**src/rsc_pkg.sv**
```systemverilog
// Package for the reset source control block: register map, field layout, timing.
// Assumes a single 25 MHz clock and the plain register port of the core.
package rsc_pkg;

   localparam int unsigned CLK_HZ          = 25000000;
   localparam int unsigned PWRUP_DELAY_MS  = 64;
   localparam int unsigned PWRUP_CYCLES    = PWRUP_DELAY_MS * (CLK_HZ / 1000);
   localparam int unsigned PIN_FILT_CYCLES = 8;

   localparam logic [3:0] ADDR_BOR_CTRL    = 4'h0;
   localparam logic [3:0] ADDR_CAUSE       = 4'h1;

   localparam int unsigned BIT_SW_BOR_EN   = 7;
   localparam int unsigned BIT_FAST_START  = 6;
   localparam int unsigned BIT_BOR_READY   = 0;
   localparam logic        RST_SW_BOR_EN   = 1'b1;
   localparam logic        RST_FAST_START  = 1'b0;

   // Cause register fields, then time-out and power-down status bits
   localparam int unsigned BIT_STK_OVER    = 7;
   localparam int unsigned BIT_STK_UNDER   = 6;
   localparam int unsigned BIT_WDOG_N      = 4;
   localparam int unsigned BIT_EXTCLR_N    = 3;
   localparam int unsigned BIT_SOFT_N      = 2;
   localparam int unsigned BIT_POR_N       = 1;
   localparam int unsigned BIT_BOR_N       = 0;
   localparam int unsigned BIT_TIME_OUT    = 1;
   localparam int unsigned BIT_POWER_DOWN  = 0;

   localparam logic [1:0] BOR_MODE_OFF     = 2'h0;
   localparam logic [1:0] BOR_MODE_SW      = 2'h1;
   localparam logic [1:0] BOR_MODE_NOSLEEP = 2'h2;
   localparam logic [1:0] BOR_MODE_ON      = 2'h3;

   typedef struct packed {
      logic [1:0] brownout_mode_cfg;
      logic       low_power_brownout;
      logic       ext_clear_enable_cfg;
      logic       low_voltage_program_cfg;
      logic       stack_fault_reset_cfg;
      logic       powerup_delay_cfg_n;
   } rsc_cfg_s;

   typedef struct packed {
      logic       bor_trip;
      logic       lp_bor_trip;
      logic       bor_circuit_ready;
      logic       osc_start_done;
      logic       sleep;
      logic       wdog_timeout;
      logic       reset_instr;
      logic       stack_over;
      logic       stack_under;
      logic       prog_exit;
   } rsc_evt_s;

   typedef enum logic [1:0] {
      ST_POR  = 2'b00,
      ST_WAIT = 2'b01,
      ST_RUN  = 2'b10
   } rsc_state_e;

endpackage

```
**src/rsc_reset_source_control.sv**
```systemverilog
// Reset source control: brown-out control register, reset combining, power-up delay.
// Assumes config word bits are static and event inputs are on ref_clk_i; the pin is async.
//
// How it works
// RULE_01: software enable drives detector only in mode 01
// RULE_02: fast start inert in always-on/off modes
// RULE_03: fast start forces band gap in modes 10/01
// RULE_04: bit 0 is read-only detector ready
// RULE_05: bits 5 to 1 read zero
// RULE_06: low-power monitor resets, sets brown-out flag
// RULE_07: low-power monitor enabled by its config bit
// RULE_08: generic brown-out is OR of both
// RULE_09: clear pin off only if both bits zero
// RULE_10: pin held low keeps device in reset
// RULE_11: pin filter ignores short pulses
// RULE_12: clear pin never driven by device
// RULE_13: disabled pin is input, software pull-up
// RULE_14: watchdog reset updates time-out, power-down flags
// RULE_15: reset instruction resets, clears its flag
// RULE_16: stack faults reset only when enabled
// RULE_17: programming exit acts as power-on
// RULE_18: power-up timer holds after power-on/brown-out
// RULE_19: 64 ms delay, enabled when bit clear
// RULE_20: four brown-out modes from config
// RULE_21: start waits timer, oscillator, pin release
// RULE_22: all sources merge into one held reset
`timescale 1ns/1ps
module rsc_reset_source_control #(
   parameter int unsigned PWRUP_CYCLES = rsc_pkg::PWRUP_CYCLES
) (
   input  wire logic              ref_clk_i,
   input  wire logic              rst_n_i,
   input  wire rsc_pkg::rsc_cfg_s cfg_i,
   input  wire rsc_pkg::rsc_evt_s evt_i,
   input  wire logic [3:0]        addr_i,
   input  wire logic [7:0]        wdata_i,
   input  wire logic              wr_i,
   input  wire logic              rd_i,
   output logic [7:0]             rdata_o,
   input  wire logic              ext_clear_pin_i,
   output logic                   ext_clear_pin_o,
   output logic                   ext_clear_pin_oe_o,
   input  wire logic              sw_pullup_i,
   output logic                   pullup_en_o,
   output logic                   gp_in_o,
   output logic                   bor_enable_o,
   output logic                   bandgap_force_o,
   output logic                   generic_bor_o,
   output logic                   core_reset_o,
   output logic                   time_out_flag_o,
   output logic                   power_down_flag_o
);

   ////////////////////////////////////////////////////////////////////////
   // Declarations
   logic       sw_brownout_enable_r;
   logic       brownout_fast_start_r;
   logic [2:0] pin_sync_r;
   logic [3:0] filt_cnt_r;
   logic       pin_low_r;
   logic       ext_clear_active;
   logic       lp_trip;
   logic       generic_bor;
   logic       por_event;
   logic       stk_rst;
   logic       sync_rst;
   logic [7:0] cause_r;
   logic       bor_src_r;
   logic [1:0] stat_r;
   logic [31:0] pwrup_cnt_r;
   logic       pwrup_busy;
   rsc_pkg::rsc_state_e state_r;
   rsc_pkg::rsc_state_e state_nxt;

   ////////////////////////////////////////////////////////////////////////
   // Brown-out mode decode
   always_comb begin
      unique case (cfg_i.brownout_mode_cfg)                                      // RULE_20
         rsc_pkg::BOR_MODE_ON:      bor_enable_o = 1'b1;
         rsc_pkg::BOR_MODE_NOSLEEP: bor_enable_o = ~evt_i.sleep;
         rsc_pkg::BOR_MODE_SW:      bor_enable_o = sw_brownout_enable_r;         // RULE_01
         rsc_pkg::BOR_MODE_OFF:     bor_enable_o = 1'b0;
      endcase
   end

   assign bandgap_force_o = brownout_fast_start_r &&
                            (cfg_i.brownout_mode_cfg == rsc_pkg::BOR_MODE_NOSLEEP ||
                             cfg_i.brownout_mode_cfg == rsc_pkg::BOR_MODE_SW);   // RULE_02 RULE_03

   assign lp_trip       = cfg_i.low_power_brownout & evt_i.lp_bor_trip;          // RULE_07
   assign generic_bor   = lp_trip | (bor_enable_o & evt_i.bor_trip);             // RULE_08 RULE_06
   assign generic_bor_o = generic_bor;
   assign por_event     = evt_i.prog_exit;                                       // RULE_17
   assign stk_rst       = cfg_i.stack_fault_reset_cfg &
                          (evt_i.stack_over | evt_i.stack_under);                // RULE_16

   ////////////////////////////////////////////////////////////////////////
   // Register writes
   always_ff @(posedge ref_clk_i or negedge rst_n_i) begin
      if (!rst_n_i) begin
         sw_brownout_enable_r  <= rsc_pkg::RST_SW_BOR_EN;
         brownout_fast_start_r <= rsc_pkg::RST_FAST_START;
      end else if (wr_i && addr_i == rsc_pkg::ADDR_BOR_CTRL) begin
         sw_brownout_enable_r  <= wdata_i[rsc_pkg::BIT_SW_BOR_EN];              // RULE_01
         brownout_fast_start_r <= wdata_i[rsc_pkg::BIT_FAST_START];             // RULE_02
      end
   end

   ////////////////////////////////////////////////////////////////////////
   // Register reads, one cycle latency
   always_ff @(posedge ref_clk_i or negedge rst_n_i) begin
      if (!rst_n_i) begin
         rdata_o <= 8'h00;
      end else if (rd_i) begin
         unique case (addr_i)
            rsc_pkg::ADDR_BOR_CTRL:
               rdata_o <= {sw_brownout_enable_r, brownout_fast_start_r, 5'h00,
                           evt_i.bor_circuit_ready};                             // RULE_04 RULE_05
            rsc_pkg::ADDR_CAUSE: rdata_o <= cause_r;
            default:             rdata_o <= 8'h00;
         endcase
      end else begin
         rdata_o <= 8'h00;
      end
   end

   ////////////////////////////////////////////////////////////////////////
   // External clear pin: synchroniser and pulse filter
   assign ext_clear_active   = cfg_i.ext_clear_enable_cfg | cfg_i.low_voltage_program_cfg; // RULE_09
   assign ext_clear_pin_o    = 1'b0;
   assign ext_clear_pin_oe_o = 1'b0;                                             // RULE_12
   assign pullup_en_o        = ext_clear_active ? 1'b1 : sw_pullup_i;            // RULE_13
   assign gp_in_o            = ext_clear_active ? 1'b0 : pin_sync_r[2];          // RULE_13

   always_ff @(posedge ref_clk_i or negedge rst_n_i) begin
      if (!rst_n_i) begin
         pin_sync_r <= 3'h7;
      end else begin
         pin_sync_r <= {pin_sync_r[1:0], ext_clear_pin_i};
      end
   end

   always_ff @(posedge ref_clk_i or negedge rst_n_i) begin
      if (!rst_n_i) begin
         filt_cnt_r <= 4'h0;
         pin_low_r  <= 1'b0;
      end else if (pin_sync_r[2] != pin_sync_r[1]) begin
         filt_cnt_r <= 4'h0;
      end else if ((~pin_sync_r[2]) == pin_low_r) begin
         filt_cnt_r <= 4'h0;
      end else if (filt_cnt_r == 4'(rsc_pkg::PIN_FILT_CYCLES - 1)) begin
         filt_cnt_r <= 4'h0;
         pin_low_r  <= ~pin_sync_r[2];                                           // RULE_11
      end else begin
         filt_cnt_r <= filt_cnt_r + 4'h1;
      end
   end

   ////////////////////////////////////////////////////////////////////////
   // Power-up timer
   assign pwrup_busy = (pwrup_cnt_r != 32'h0);

   always_ff @(posedge ref_clk_i or negedge rst_n_i) begin
      if (!rst_n_i) begin
         pwrup_cnt_r <= 32'h0;
      end else if (state_r == rsc_pkg::ST_POR) begin
         pwrup_cnt_r <= cfg_i.powerup_delay_cfg_n ? 32'h0 : 32'(PWRUP_CYCLES);   // RULE_19 RULE_18
      end else if (pwrup_busy) begin
         pwrup_cnt_r <= pwrup_cnt_r - 32'h1;
      end
   end

   ////////////////////////////////////////////////////////////////////////
   // Reset sequencer
   assign sync_rst = (evt_i.wdog_timeout | evt_i.reset_instr | stk_rst) & (state_r == rsc_pkg::ST_RUN);

   always_comb begin
      state_nxt = state_r;
      unique case (state_r)
         rsc_pkg::ST_POR:  state_nxt = rsc_pkg::ST_WAIT;
         rsc_pkg::ST_WAIT: if (!pwrup_busy && evt_i.osc_start_done &&
                               !(ext_clear_active && pin_low_r)) state_nxt = rsc_pkg::ST_RUN; // RULE_21
         rsc_pkg::ST_RUN:  if (sync_rst || (ext_clear_active && pin_low_r)) state_nxt = rsc_pkg::ST_WAIT; // RULE_10
         default:          state_nxt = rsc_pkg::ST_POR;
      endcase
      if (generic_bor || por_event) begin
         state_nxt = rsc_pkg::ST_POR;                                            // RULE_18
      end
   end

   always_ff @(posedge ref_clk_i or negedge rst_n_i) begin
      if (!rst_n_i) begin
         state_r <= rsc_pkg::ST_POR;
      end else begin
         state_r <= state_nxt;
      end
   end

   assign core_reset_o = (state_r != rsc_pkg::ST_RUN);                           // RULE_22

   ////////////////////////////////////////////////////////////////////////
   // Marks a power-on pass entered from brown-out
   always_ff @(posedge ref_clk_i or negedge rst_n_i) begin
      if (!rst_n_i) begin
         bor_src_r <= 1'b0;
      end else if (generic_bor) begin
         bor_src_r <= 1'b1;
      end else if (state_r != rsc_pkg::ST_POR) begin
         bor_src_r <= 1'b0;
      end
   end

   // Reset cause flags, active low except stack faults
   always_ff @(posedge ref_clk_i or negedge rst_n_i) begin
      if (!rst_n_i) begin
         cause_r <= 8'h1C;
      end else if (por_event || (state_r == rsc_pkg::ST_POR && !generic_bor && !bor_src_r)) begin
         cause_r <= 8'h1C;                                                       // RULE_17
         cause_r[rsc_pkg::BIT_BOR_N] <= 1'b1;
      end else if (generic_bor) begin
         cause_r <= 8'h1D;
         cause_r[rsc_pkg::BIT_BOR_N] <= 1'b0;                                    // RULE_06
      end else begin
         if (wr_i && addr_i == rsc_pkg::ADDR_CAUSE)
            cause_r <= wdata_i & 8'hDF;
         if (state_r == rsc_pkg::ST_RUN && evt_i.wdog_timeout)
            cause_r[rsc_pkg::BIT_WDOG_N] <= 1'b0;
         if (state_r == rsc_pkg::ST_RUN && evt_i.reset_instr)
            cause_r[rsc_pkg::BIT_SOFT_N] <= 1'b0;                                // RULE_15
         if (state_r == rsc_pkg::ST_RUN && stk_rst && evt_i.stack_over)
            cause_r[rsc_pkg::BIT_STK_OVER] <= 1'b1;                              // RULE_16
         if (state_r == rsc_pkg::ST_RUN && stk_rst && evt_i.stack_under)
            cause_r[rsc_pkg::BIT_STK_UNDER] <= 1'b1;
         if (state_r == rsc_pkg::ST_RUN && ext_clear_active && pin_low_r)
            cause_r[rsc_pkg::BIT_EXTCLR_N] <= 1'b0;
      end
   end

   ////////////////////////////////////////////////////////////////////////
   // Time-out and power-down status
   always_ff @(posedge ref_clk_i or negedge rst_n_i) begin
      if (!rst_n_i) begin
         stat_r <= 2'h3;
      end else if (state_r == rsc_pkg::ST_POR) begin
         stat_r <= 2'h3;
      end else if (state_r == rsc_pkg::ST_RUN && evt_i.wdog_timeout) begin
         stat_r[rsc_pkg::BIT_TIME_OUT]   <= 1'b0;                                // RULE_14
         stat_r[rsc_pkg::BIT_POWER_DOWN] <= ~evt_i.sleep;
      end
   end

   assign time_out_flag_o   = stat_r[rsc_pkg::BIT_TIME_OUT];
   assign power_down_flag_o = stat_r[rsc_pkg::BIT_POWER_DOWN];

endmodule // rsc_reset_source_control

```
**config.mk**
```make
export PLATFORM = sky130hd
export DESIGN_NAME = rsc_reset_source_control
export DESIGN_NICKNAME = d
export VERILOG_FILES = /design/src/rsc_pkg.sv /design/src/rsc_reset_source_control.sv
export SDC_FILE = /design/constraint.sdc
export NUM_CORES = 1
export LEC_CHECK = 0
export BUFFER_PORTS_ARGS = -buffer_cell sky130_fd_sc_hd__buf_2
export CORE_MARGIN = 2
export CORE_UTILIZATION = 45
export CTS_BUF_LIST = sky130_fd_sc_hd__clkbuf_16
export DETAILED_ROUTE_END_ITERATION = 12
export GPL_TIMING_DRIVEN = 0
export PLACE_DENSITY_LB_ADDON = 0.12
export SLEW_MARGIN = 15
export SYNTH_ARGS = -nofsm -noshare
export SYNTH_HDL_FRONTEND = slang
export SYNTH_SLANG_ARGS = --single-unit
```
**constraint.sdc**
```tcl
create_clock -name ref_clk_i -period 3.25 [get_ports ref_clk_i]
set_clock_uncertainty 0.1 [all_clocks]
set_input_delay 0.4875 -clock ref_clk_i [delete_from_list [all_inputs] [get_ports ref_clk_i]]
set_output_delay 0.4875 -clock ref_clk_i [all_outputs]
set_load 0.05 [all_outputs]
```
==> summary.md <==
| Metric | Value |
|---|---|
| Warnings from Yosys | 0 |
| DRT antenna net count | 0 |
| N_diodes | 0 |
| GRT overflow | 0 |
| Clock power share | between 40% and 50% |
| Commonest non-fill, non-tap cell in the layout | dfrtp_1 |
| Gr usage total | 21.1% |
| Final instance area | 0.00397 mm² |
| Register area share after synthesis | 47.2% |
| Initial antenna violation count | 0 |
| Input/output buffers | 48 |
| FF-to-FF path depth | 9 |
| Internal | approximately 1.7 mW |
| Top-area cell type share of the netlist area | roughly 40% |
| Die height | 89.1 µm |
| Fraction of layout cells with a size suffix above 1 | between 20% and 30% |
| Max cap viols | 0 |
| Routability cong. | approximately 0.82 |
| Power share of the combinational group | 16.3% |
| Core area | 0.00714 mm² |
| CTS tree | yes |
| Reg2Reg Launch Point | pwrup_cnt_r[0] |
| Pre-antenna DRT Iters | 4 |
| Post-CTS Setup Bufs | 0 |
| Critical path class | flop to flop |
| Levels on crit path | 9 |
| Crit-path max FO | 10 |
| Fin. max-slew vios | 0 |
| Post-DP HPWL | 5370 µm |
| Site Rows | 31 |
| Routed wire length per instance | 15.4 µm |
| CP startpoint | pwrup_cnt_r[0] |
| CTS H-tree lvls | 3 |
| P&R area growth vs syn | 21.9% |
| #FFs+latches synth | 61 |
| Post-DP Area | around 0.0036 mm² |
| Unrepaired setup endpoints after global routing | no |
| Slew @ Worst Pin | 0.769 ns |
| Final net count | 435 |
| Starting Density | 45.7% |
| Worst Setup EP | pwrup_cnt_r[0] |
| Syn Area/Cell | 9.76 µm² |
| CTS Root Cell | clkbuf_16 |
| Reg2Reg Setup Slack | 0.48 ns |
| Die area | 0.00794 mm² |
| Synth Flop Type | dfrtp_1 |
| Status | finished clean |
| Routed vias/inst | 5.49 |
| Synth area leader | dfrtp_1 |
| CP cell instances | inv_1 -> ha_1 -> nor4b_1 -> nand4_1 -> nor3_4 -> buf_6 -> buf_6 -> xnor2_1 -> nor2_1 |
| Setup violations, final | 0 |
| Remaining DRCs | 0 |
| Min Tclk post-route | approximately 2.8 ns |
| Worst path required time | 3.34 ns |
| Via count | 2738 |
| Switching part of the total | 26.8% |
| Cells after Synth | 334 |
| EDFF count, synth | 0 |
| Final wirelength | ~7700 µm |
| Vias in the first global route | 2652 |
| Fill count | between 600 and 700 |
| Final hold vios | 0 |
| Clock Pin Slew Worst Setup and Hold Paths | about 0.060 ns |
| Worst-Skew Late Latency | 0.33 ns |
| Ys async rst share | 100% |
| RR Endpoint | pwrup_cnt_r[0] |
| I/O pin cnt | 53 |
| Place WS | 0.536 ns |
| Arr. time, crit path | roughly 2.9 ns |
| Global-route wire length before repair | 12600 µm |
| Pin count of the biggest net entering global routing | 62 |
| Synth area leaders | dfrtp_1 40%, dfstp_2 7.3%, a21oi_1 3.7%, nor2_1 3.2%, or3_1 2.7% |
| Pwr dens | slightly below 600 mW/mm² |
| Synth cell types | 57 |
| Buf+Inv Stages, Crit Path | 3 |
| Setup TNS | 0 ns |
| TritonCTS buffer count | 9 |
| Slew HR | 48.7% |
| Static Leak | 1.76 nW |
| Most common cell on crit path | buf_6 |
| # hold bufs at CTS | 0 |
| Net load switching power | 0.620 mW |
| Clock Tree Buf Depth | 2 |
| # clock sinks | 61 |
| Peak supply drop | 0.000356 V |
| Final period utilization | 85.3% |
| CP Capture Type | flop |
| Crit-path leading delay family | simple AND/OR/NAND/NOR gates |
| Fmax | roughly 0.36 GHz |
| Resized Gates After CTS | 0 |
| Final Worst Setup Slack | roughly 0.48 ns |
| Mapped cell area | 0.00326 mm² |
| Die width | 89.1 µm |
| Drt first-iter violations | 149 |
| CP Launch Type | flop |
| Sequential share of power | 36.8% |
| CP max stage cell | nand4_1 |
| Worst stage delay on the critical path | ~0.46 ns |
| Hold crit path type | input pin to async pin |
| Commonest non-fill, non-tap cells in the layout | 52 x dfrtp_1, 48 x buf_2, 28 x nor2_1, 24 x a21oi_1, 18 x nand2_1 |
-- per-stage QoR --
| stage | cells | util [%] | hold WS [ns] | power, mW |
|---|---|---|---|---|
| after floorplan | 336 | - | 0.0919 | 1.12 |
| after global placement | 483 | 50.9 | 0.247 | 1.23 |
| after detailed placement | 483 | 50.9 | 0.254 | 1.24 |
| after CTS | 499 | 55.7 | 0.151 | 2.34 |
| after global routing | 499 | 55.7 | 0.147 | 2.43 |
| final | 499 | 55.7 | 0.132 | 2.31 |
-- cell families after synthesis --
| group | share of synthesized area, % |
|---|---|
| AND/OR/NAND/NOR | 27.1 |
| AO/OA/AOI/OAI | 14.4 |
| flip-flops | 47.2 |
| buffers and inverters | 4.07 |
| XOR/XNOR | 2.69 |
| multiplexers | 2.57 |
| adder cells (fa/ha/maj) | 1.92 |
| other | 0.115 |
-- metal layers --
layer  wire length, µm  GRT usage, %  part of all wire (%)
met3               335          6.56                   4.4
met1              3550          26.4                    46
met2              3630          34.9                    47
met4               147          7.33                   1.9
met5                 0             0                     0
-- layout make-up --
type	count	area [µm²]	area share, %
clock inverter	7	115	2.90
tap	99	124	3.12
clock buffer	9	225	5.67
buffer	17	98.8	2.49
sequential	61	1540	38.7
timing repair buffer	48	243	6.11
inverter	9	33.8	0.850
multi-input combinational	249	1600	40.2
-- Yosys cell counts, types with 6 or more instances --
cell,count
nand4_1,6
nor2_1,28
nand2b_1,8
dfrtp_1,52
o21ai_0,10
inv_1,9
nor4_1,9
or3_1,14
clkbuf_1,10
or2_2,6
or4_1,9
nand2_1,18
nand3_1,9
a21oi_1,24
and2_1,6
nor3_1,17
xnor2_1,9
dfstp_2,9
-- power by group through the flow --
stage / combinational, mW / sequential [mW] / clock (mW)
2_1_floorplan: 0.264 / 0.860 / 0
3_3_place_gp: 0.370 / 0.862 / 0
3_5_place_dp: 0.375 / 0.864 / 0
4_1_cts: 0.378 / 0.851 / 1.11
5_1_grt: 0.423 / 0.858 / 1.14
6_report: 0.377 / 0.852 / 1.08
-- worst register-to-register path, stage by stage, from the launching register on --
cell	delay (ns)
dfrtp_1	0.37
inv_1	0.11
ha_1	0.27
nor4b_1	0.40
nand4_1	0.46
nor3_4	0.37
buf_6	0.20
buf_6	0.17
xnor2_1	0.13
nor2_1	0.06
-- state kept, by name, summed over array words and instances (netlist names) --
| signal | flops |
|---|---|
| bor_src_r | 1 |
| brownout_fast_start_r | 1 |
| cause_r | 7 |
| filt_cnt_r | 4 |
| pin_low_r | 1 |
| pin_sync_r | 3 |
| pwrup_cnt_r | 32 |
| rdata_o | 7 |
| stat_r | 2 |
| state_r | 2 |
| sw_brownout_enable_r | 1 |
-- worst min-delay path by stage --
| stage | end | depth (start not counted) |
|---|---|---|
| CTS | pin_sync_r[0] | 1 |
| finish | filt_cnt_r[2] | 1 |
| global placement | pin_sync_r[1] | 0 |
| global route | pin_sync_r[0] | 1 |
| detailed placement | pin_sync_r[1] | 0 |
| floorplan | bor_src_r | 0 |
No activity file was read; power rests on OpenSTA's default activity.
